File: config.mk
export PLATFORM = sky130hd
export DESIGN_NAME = itfl_input_decode
export DESIGN_NICKNAME = d
export VERILOG_FILES = /design/src/include/itfl_pkg.sv /design/src/verilog/itfl_input_decode.sv
export VERILOG_INCLUDE_DIRS = /design/src /design/src/include
export SDC_FILE = /design/constraint.sdc
export NUM_CORES = 1
export LEC_CHECK = 0
export BUFFER_PORTS_ARGS = -buffer_cell sky130_fd_sc_hd__buf_2
export CAP_MARGIN = 10
export CORE_MARGIN = 3
export CORE_UTILIZATION = 30
export CTS_BUF_LIST = sky130_fd_sc_hd__clkbuf_4 sky130_fd_sc_hd__clkbuf_8 sky130_fd_sc_hd__clkbuf_16
export DETAILED_ROUTE_END_ITERATION = 7
export GPL_ROUTABILITY_DRIVEN = 0
export GPL_TIMING_DRIVEN = 0
export SYNTH_ARGS = -nofsm -noshare
export SYNTH_HDL_FRONTEND = slang
export SYNTH_SLANG_ARGS = --single-unit
File: constraint.sdc
create_clock -name mclk -period 1.9 [get_ports mclk]
set_clock_uncertainty 0.1 [all_clocks]
set_input_delay 0.19 -clock mclk [delete_from_list [all_inputs] [get_ports mclk]]
set_output_delay 0.19 -clock mclk [all_outputs]
set_load 0.005 [all_outputs]
File: src/include/itfl_defines.svh
`ifndef ITFL_DEFINES_SVH
`define ITFL_DEFINES_SVH

// function codes held by each terminal's 5-bit setting
`define ITFL_CODE_W        5
`define ITFL_FN_NONE       5'h00
`define ITFL_FN_RAMP_HOLD  5'h06
`define ITFL_FN_RAMP_SEL   5'h07
`define ITFL_FN_JOG        5'h08
`define ITFL_FN_BLOCK      5'h09
`define ITFL_FN_UP         5'h0a
`define ITFL_FN_DOWN       5'h0b
`define ITFL_FN_CNT_TRIG   5'h0c
`define ITFL_FN_CNT_CLR    5'h0d
`define ITFL_FN_EXT_FAULT  5'h0e
`define ITFL_FN_LOOP_OFF   5'h0f
`define ITFL_FN_SHUTOFF    5'h10
`define ITFL_FN_PARAM_LOCK 5'h11
`define ITFL_FN_SRC_TERM   5'h12
`define ITFL_FN_SRC_KEY    5'h13
`define ITFL_FN_SRC_COMM   5'h14
`define ITFL_FN_DIR        5'h15
`define ITFL_FN_FREQ2      5'h16

// number of terminals and widths
`define ITFL_NUM_TERM      4
`define ITFL_CNT_W         16
`define ITFL_SRC_W         2

// reset values
`define ITFL_CNT_RST       16'h0000
`define ITFL_DIR_RESTRICT_NONE 2'h0

// step repeat while up/down held: time in ns and derived cycle count
`define ITFL_REPEAT_NS     2000
`define ITFL_CLK_NS        4
`define ITFL_REPEAT_CYC    (`ITFL_REPEAT_NS / `ITFL_CLK_NS)
`define ITFL_RPT_W         10

`endif

File: src/include/itfl_pkg.sv
package itfl_pkg;

  // run command sources, encoded as the operation-source setting
  typedef enum logic [1:0] {
    ITFL_SRC_KEYPAD = 2'h0,
    ITFL_SRC_TERMINAL = 2'h1,
    ITFL_SRC_COMM = 2'h2,
    ITFL_SRC_OTHER = 2'h3
  } itfl_src_type;

  // terminal settings: one function code per terminal three..six
  typedef struct packed {
    logic [4:0] code_six;
    logic [4:0] code_five;
    logic [4:0] code_four;
    logic [4:0] code_three;
  } itfl_cfg_type;

  // decoded commands to the drive core
  typedef struct packed {
    logic         ramp_hold;
    logic         ramp_set_two;
    logic         jog;
    logic         output_block;
    logic         ext_fault;
    logic         loop_disable;
    logic         param_lock;
    logic         dir_reverse;
    logic         dir_override;
    logic         freq_second;
    itfl_src_type run_source;
  } itfl_ctl_type;

  // output stage sequencing
  typedef enum logic [1:0] {
    ITFL_ST_RUN,
    ITFL_ST_BLOCKED,
    ITFL_ST_SEARCH,
    ITFL_ST_SHUTOFF
  } itfl_state_type;

endpackage

File: src/verilog/itfl_input_decode.sv
`timescale 1ns/10ps
`include "itfl_defines.svh"

module itfl_input_decode (
  // clock and reset
  input  wire logic                      mclk,
  input  wire logic                      rst_b,
  // terminal contacts, bit 0 = terminal three
  input  wire logic [3:0]                term_in,
  // terminal function settings
  input  wire itfl_pkg::itfl_cfg_type    term_cfg,
  input  wire itfl_pkg::itfl_src_type    operation_source_setting,
  input  wire logic [1:0]                direction_restriction_setting,
  input  wire logic                      ramp_time_set_setting,
  // drive core status
  input  wire logic                      motor_stopped,
  input  wire logic                      speed_locked,
  input  wire logic                      param_write_req,
  // drive core commands
  output itfl_pkg::itfl_ctl_type         ctl,
  output logic                           output_enable,
  output logic                           speed_search,
  output logic                           restart_zero,
  output logic                           freq_up_step,
  output logic                           freq_down_step,
  output logic                           param_write_ok,
  output logic                           param_write_reject,
  output logic [15:0]                    event_count
);
  import itfl_pkg::*;

  ////////////////////////////////////////////////////////////////////////
  // per-code activity of the terminals

  // true when any terminal holding code fn is on
  function automatic logic any_on(input logic [4:0] fn,
                                  input itfl_cfg_type cfg,
                                  input logic [3:0] pins);
    logic hit;
    hit = 1'b0;
    hit = hit | (pins[0] & (cfg.code_three == fn));
    hit = hit | (pins[1] & (cfg.code_four == fn));
    hit = hit | (pins[2] & (cfg.code_five == fn));
    hit = hit | (pins[3] & (cfg.code_six == fn));
    return hit;
  endfunction

  logic [4:0] jog_code_reg;   // jog-filtered copy of terminal settings
  logic [4:0] jog_code_next;
  logic       up_on;          // raise held
  logic       down_on;        // lower held
  logic       trig_on;        // count trigger level
  logic       clr_on;         // counter clear level
  logic       block_on;       // output block level
  logic       shut_on;        // output shutoff level
  logic       jog_on;         // jog level

  // code 0 never matches anything below, so unused terminals stay inert
  // zero means no effect
  always_comb begin
    up_on    = any_on(`ITFL_FN_UP, term_cfg, term_in);
    down_on  = any_on(`ITFL_FN_DOWN, term_cfg, term_in);
    trig_on  = any_on(`ITFL_FN_CNT_TRIG, term_cfg, term_in);
    clr_on   = any_on(`ITFL_FN_CNT_CLR, term_cfg, term_in);
    block_on = any_on(`ITFL_FN_BLOCK, term_cfg, term_in);
    shut_on  = any_on(`ITFL_FN_SHUTOFF, term_cfg, term_in);
    jog_on   = 1'b0;
    for (int i = 0; i < `ITFL_NUM_TERM; i++) begin
      if (jog_code_reg[i] && term_in[i]) begin
        jog_on = 1'b1;
      end
    end
  end

  ////////////////////////////////////////////////////////////////////////
  // jog assignment latch

  // a jog assignment made while running is held off until stop
  always_comb begin
    jog_code_next = jog_code_reg;
    if (motor_stopped) begin
      jog_code_next[0] = (term_cfg.code_three == `ITFL_FN_JOG);
      jog_code_next[1] = (term_cfg.code_four == `ITFL_FN_JOG);
      jog_code_next[2] = (term_cfg.code_five == `ITFL_FN_JOG);
      jog_code_next[3] = (term_cfg.code_six == `ITFL_FN_JOG);
    end
    jog_code_next[4] = 1'b0;  // spare bit, held low
  end

  always_ff @(posedge mclk) begin
    if (!rst_b) begin
      jog_code_reg <= 5'h00;
    end else begin
      jog_code_reg <= jog_code_next;
    end
  end

  ////////////////////////////////////////////////////////////////////////
  // edge detect, repeat timer and event counter

  logic                   up_d_reg, up_d_next;     // previous raise level
  logic                   dn_d_reg, dn_d_next;     // previous lower level
  logic                   trig_d_reg, trig_d_next; // previous trigger level
  logic [`ITFL_RPT_W-1:0] rpt_reg, rpt_next;       // repeat spacing count
  logic                   up_step_reg, up_step_next;
  logic                   dn_step_reg, dn_step_next;
  logic [15:0]            cnt_reg, cnt_next;
  logic                   step_ok;                 // exactly one of up/down

  always_comb begin
    up_d_next    = up_on;
    dn_d_next    = down_on;
    trig_d_next  = trig_on;
    up_step_next = 1'b0;
    dn_step_next = 1'b0;
    rpt_next     = rpt_reg;
    cnt_next     = cnt_reg;
    step_ok      = up_on ^ down_on;
    if (!step_ok) begin
      rpt_next = '0;
    end else if ((up_on && !up_d_reg) || (down_on && !dn_d_reg)) begin
      up_step_next = up_on;
      dn_step_next = down_on;
      rpt_next     = '0;
    end else if (rpt_reg == `ITFL_RPT_W'(`ITFL_REPEAT_CYC - 1)) begin
      up_step_next = up_on;
      dn_step_next = down_on;
      rpt_next     = '0;
    end else begin
      rpt_next = rpt_reg + `ITFL_RPT_W'(1);
    end
    if (clr_on) begin
      cnt_next = `ITFL_CNT_RST;
    end else if (trig_on && !trig_d_reg) begin
      cnt_next = cnt_reg + 16'h0001;
    end
  end

  always_ff @(posedge mclk) begin
    if (!rst_b) begin
      up_d_reg    <= 1'b0;
      dn_d_reg    <= 1'b0;
      trig_d_reg  <= 1'b0;
      rpt_reg     <= '0;
      up_step_reg <= 1'b0;
      dn_step_reg <= 1'b0;
      cnt_reg     <= `ITFL_CNT_RST;
    end else begin
      up_d_reg    <= up_d_next;
      dn_d_reg    <= dn_d_next;
      trig_d_reg  <= trig_d_next;
      rpt_reg     <= rpt_next;
      up_step_reg <= up_step_next;
      dn_step_reg <= dn_step_next;
      cnt_reg     <= cnt_next;
    end
  end

  ////////////////////////////////////////////////////////////////////////
  // output stage sequencing: block, search, shutoff

  itfl_state_type st_reg, st_next;
  logic           shut_d_reg, shut_d_next;   // previous shutoff level
  logic           zero_reg, zero_next;       // restart-from-zero pulse

  // shutoff outranks base block: both coast, but shutoff restarts at zero
  always_comb begin
    st_next     = st_reg;
    shut_d_next = shut_on;
    zero_next   = shut_on ^ shut_d_reg;
    unique case (st_reg)
      ITFL_ST_RUN: begin
        if (shut_on) st_next = ITFL_ST_SHUTOFF;
        else if (block_on) st_next = ITFL_ST_BLOCKED;
      end
      ITFL_ST_BLOCKED: begin
        if (shut_on) st_next = ITFL_ST_SHUTOFF;
        else if (!block_on) st_next = ITFL_ST_SEARCH;
      end
      ITFL_ST_SEARCH: begin
        if (shut_on) st_next = ITFL_ST_SHUTOFF;
        else if (block_on) st_next = ITFL_ST_BLOCKED;
        else if (speed_locked) st_next = ITFL_ST_RUN;
      end
      ITFL_ST_SHUTOFF: begin
        // restart is from zero, so no speed search needed
        if (!shut_on) begin
          st_next = block_on ? ITFL_ST_BLOCKED : ITFL_ST_RUN;
        end
      end
    endcase
  end

  always_ff @(posedge mclk) begin
    if (!rst_b) begin
      st_reg     <= ITFL_ST_RUN;
      shut_d_reg <= 1'b0;
      zero_reg   <= 1'b0;
    end else begin
      st_reg     <= st_next;
      shut_d_reg <= shut_d_next;
      zero_reg   <= zero_next;
    end
  end

  ////////////////////////////////////////////////////////////////////////
  // level commands and run source, registered

  itfl_ctl_type ctl_reg, ctl_next;

  always_comb begin
    ctl_next = '0;
    ctl_next.ramp_hold    = any_on(`ITFL_FN_RAMP_HOLD, term_cfg, term_in);
    ctl_next.ramp_set_two = ramp_time_set_setting
                          | any_on(`ITFL_FN_RAMP_SEL, term_cfg, term_in);
    ctl_next.jog          = jog_on;
    ctl_next.output_block = block_on | shut_on;
    ctl_next.ext_fault    = any_on(`ITFL_FN_EXT_FAULT, term_cfg, term_in);
    ctl_next.loop_disable = any_on(`ITFL_FN_LOOP_OFF, term_cfg, term_in);
    ctl_next.param_lock   = any_on(`ITFL_FN_PARAM_LOCK, term_cfg, term_in);
    ctl_next.dir_override = (direction_restriction_setting ==
                             `ITFL_DIR_RESTRICT_NONE) &&
                            (term_cfg.code_three == `ITFL_FN_DIR ||
                             term_cfg.code_four == `ITFL_FN_DIR ||
                             term_cfg.code_five == `ITFL_FN_DIR ||
                             term_cfg.code_six == `ITFL_FN_DIR);
    ctl_next.dir_reverse  = ctl_next.dir_override
                          & any_on(`ITFL_FN_DIR, term_cfg, term_in);
    ctl_next.freq_second  = any_on(`ITFL_FN_FREQ2, term_cfg, term_in);
    if (any_on(`ITFL_FN_SRC_TERM, term_cfg, term_in)) begin
      ctl_next.run_source = ITFL_SRC_TERMINAL;
    end else if (any_on(`ITFL_FN_SRC_KEY, term_cfg, term_in)) begin
      ctl_next.run_source = ITFL_SRC_KEYPAD;
    end else if (any_on(`ITFL_FN_SRC_COMM, term_cfg, term_in)) begin
      ctl_next.run_source = ITFL_SRC_COMM;
    end else begin
      ctl_next.run_source = operation_source_setting;
    end
  end

  always_ff @(posedge mclk) begin
    if (!rst_b) begin
      ctl_reg <= '0;
    end else begin
      ctl_reg <= ctl_next;
    end
  end

  ////////////////////////////////////////////////////////////////////////
  // outputs

  assign ctl            = ctl_reg;
  // blocking is combinational so the bridge drops on the same cycle
  assign output_enable  = (st_reg == ITFL_ST_RUN ||
                           st_reg == ITFL_ST_SEARCH) && !block_on && !shut_on;
  assign speed_search   = (st_reg == ITFL_ST_SEARCH);
  assign restart_zero   = zero_reg;
  assign freq_up_step   = up_step_reg;
  assign freq_down_step = dn_step_reg;
  assign param_write_ok     = param_write_req && !ctl_reg.param_lock;
  assign param_write_reject = param_write_req && ctl_reg.param_lock;
  assign event_count    = cnt_reg;

endmodule // itfl_input_decode
==> out/metrics.cfg <==
[run_status]
status = completed

[synth]
synth_nets = 367
ys.flop_type = dfxtp_1
ys_ff_latch = 51
synth_top_area_share_pct = 34.7
synth_most_common_cell = dfxtp_1
ys_seq_area_share_pct = 34.7
synth_edf_count = 0
synthTopCellsByCount = dfxtp_1 (51), nor2_1 (41), nand2_1 (28)
synth.largest_area_cell = dfxtp_1
synth.distinct_cells = 57
yosys_warnings = 0
synthTopCellsByArea = dfxtp_1 (35%), xnor2_1 (5.7%), nor2_1 (5.2%)
syn_avg_cell_area_um2 = 8.88
synthArstFlopShare_pct = 0
synth_cells = 331
syn_area_mm2 = 0.00294

[setup_path]
path_cells = buf_2 -> or4bb_4 -> o32ai_4 -> a221oi_2 -> nand2_1 -> nor2_1 -> buf_2
cp-startpoint = term_in[1]
crit_path_frequent_cell = buf_2
r2r_cells = 6
crit_end = output_enable
cp.depth = 7
rr_endpoint = rpt_reg[0]
cp-start-kind = primary input
critical_path.max_fanout = 6
cp_data_arrival_time_ps = 1550
rrSetupSlack_ps = 110
critical_path_class = in -> out
rr_startpoint = rpt_reg[0]
end_kind = primary output
cpPeakStageDelay_ps = 580
critPathRequiredTime_ps = 1610
cp.buffers_inverters = 2
slowest_stage = or4bb_4
path_delay_family = simple AND/OR/NAND/NOR gates

[die]
placeableCoreArea_mm2 = 0.00937
die_y_um = 105
initial_utilization_pct = 31.4
dieArea_mm2 = 0.0110
dieWidth_um = 105
core.rowCount = 35
io_pins = 69

[timing]
drv_slew = 0
setup_viol = 0
setup_ws_ps = 61.0
hold_ws_ps = 25.6
fmax_mhz = 544
slew-limit-headroom_pct = 63.0
finalCriticalPeriod_ps = 1840
hold_viol = 0
tightest_slew_ps = 555
period_share_pct = 96.8

[global_routing]
grt_pass1_wl_mm = 13.0
overflow = 0
grt_max_degree = 18
globalRouteTotalUtil_pct = 14.2
grt_pass1_vias = 2693
antenna_found_initial = 0

[clock_network]
htree_num_levels = 2
clock-sinks = 51
cts_tree = yes
clk_latency_ps = 310
ctsHoldBuffers = 0
cts_buffer_depth = 2
clkSlewWorstSetupHoldPaths_ps = 90
cts_buffers = 5
root_buffer = clkbuf_8

[power]
switchingPower_mw = 0.543
seq_power_share_pct = 51.0
pwr-share-comb_pct = 12.4
power_frac_clock_pct = 36.5
p_int_mw = 1.59
vdd_ir_drop_max_v = 0.000311
power_density_mw_per_mm2 = 593
leakage_nw = 1.30
swShare_pct = 25.4

[worst_hold_path]
hold_path_depth = 3
hold_path.class = in -> reg

[drt]
vias = 2770
wl_per_cell_um = 14.7
drc = 0
drtIter0Drc = 100
vias_per_cell = 5.18
dr.pass1.iters = 4
drtAntennaViolNets = 0
routed_wl_mm = 7.86

[finish]
diodes = 0
nets = 441
drive_gt1_share_pct = 28.8
largest_register_ffs = 16
syn2layout_area_growth_pct = 22.6

[placement]
place_ws_ps = -122
dpl.hpwl_mm = 6.00
port_buffers = 65

[job]
cap_violations = 0

[what timing repair did]
action | in CTS | in global routing
endpoints found under the setup margin | 1 | 7
buffers inserted | 1 | 2
pin swaps | 1 | 1
resized for setup | 3 | 4
[per-stage QoR]
| stage | std cells | TNS (ps) | power [mW] | util (%) | cell area (um^2) |
|---|---|---|---|---|---|
| 2_1_floorplan | 331 | 0 | 1.25 | - | 2940 |
| 3_3_place_gp | 525 | -276 | 1.36 | 36.6 | 3430 |
| 3_5_place_dp | 525 | -494 | 1.37 | 36.6 | 3430 |
| 4_1_cts | 534 | 0 | 2.15 | 38.1 | 3570 |
| 5_1_grt | 535 | -6.99 | 2.23 | 38.5 | 3610 |
| 6_report | 535 | 0 | 2.14 | 38.5 | 3610 |
[cell families (layout without fill, tap and decap cells)]
kind of cell	Yosys count	count (layout)	share of synthesized area, %
AND/OR/NAND/NOR	173	173	32.8
flip-flops	51	51	34.7
XOR/XNOR	24	24	7.15
AO/OA/AOI/OAI	60	60	19.0
buffers and inverters	16	91	3.57
adder cells (fa/ha/maj)	2	2	0.851
multiplexers	5	5	1.87
[final cells by class]
cell class / instances / area, um^2
tap: 129 / 161
clock inverter: 3 / 46.3
buffer: 11 / 86.3
clock buffer: 5 / 68.8
fill: 996 / 5770
inverter: 4 / 15.0
sequential: 51 / 1020
multi-input combinational: 264 / 1860
timing repair buffer: 68 / 348
[placed cells by master, fill, tap and decap left out, types with 5 or more instances in the layout]
cell type / n
buf_2: 65
dfxtp_1: 50
nor2_1: 41
nand2_1: 27
nor2b_1: 19
xnor2_1: 19
nand3_1: 15
o22ai_1: 11
nor3_1: 9
nand2b_1: 9
nand4b_1: 8
a211oi_2: 7
and2_1: 6
clkbuf_8: 6
a21boi_0: 6
nor2_2: 5
xor2_1: 5
[worst min path at each step]
stage	slack, ps	end	startpoint
6_report	30	ctl[1]	operation_source_setting[1]
2_1_floorplan	230	ctl[1]	operation_source_setting[1]
3_5_place_dp	340	ctl[1]	operation_source_setting[1]
5_1_grt	60	ctl[1]	operation_source_setting[1]
4_1_cts	30	ctl[1]	operation_source_setting[1]
3_3_place_gp	350	ctl[1]	operation_source_setting[1]
[worst min-delay path: cells and delay by family]
family        cells  cell delay (ps)
buf+inv           1               80
simple gates      2              120
[per-layer routing]
| layer | vias up | track usage, % | wire length (um) |
|---|---|---|---|
| li1 | 1352 | - | - |
| met2 | 99 | 23.1 | 3630 |
| met1 | 1305 | 19.1 | 3650 |
| met4 | 0 | 3.66 | 119 |
| met3 | 14 | 3.09 | 453 |
| met5 | - | 0 | 0 |
[power groups by stage]
stage	Clock (mW)	Combinational, mW	Sequential [mW]
2_1_floorplan	0	0.137	1.12
3_3_place_gp	0	0.248	1.12
3_5_place_dp	0	0.253	1.12
4_1_cts	0.800	0.259	1.09
5_1_grt	0.847	0.292	1.09
6_report	0.781	0.265	1.09
Power figures use the tool's default switching activity.
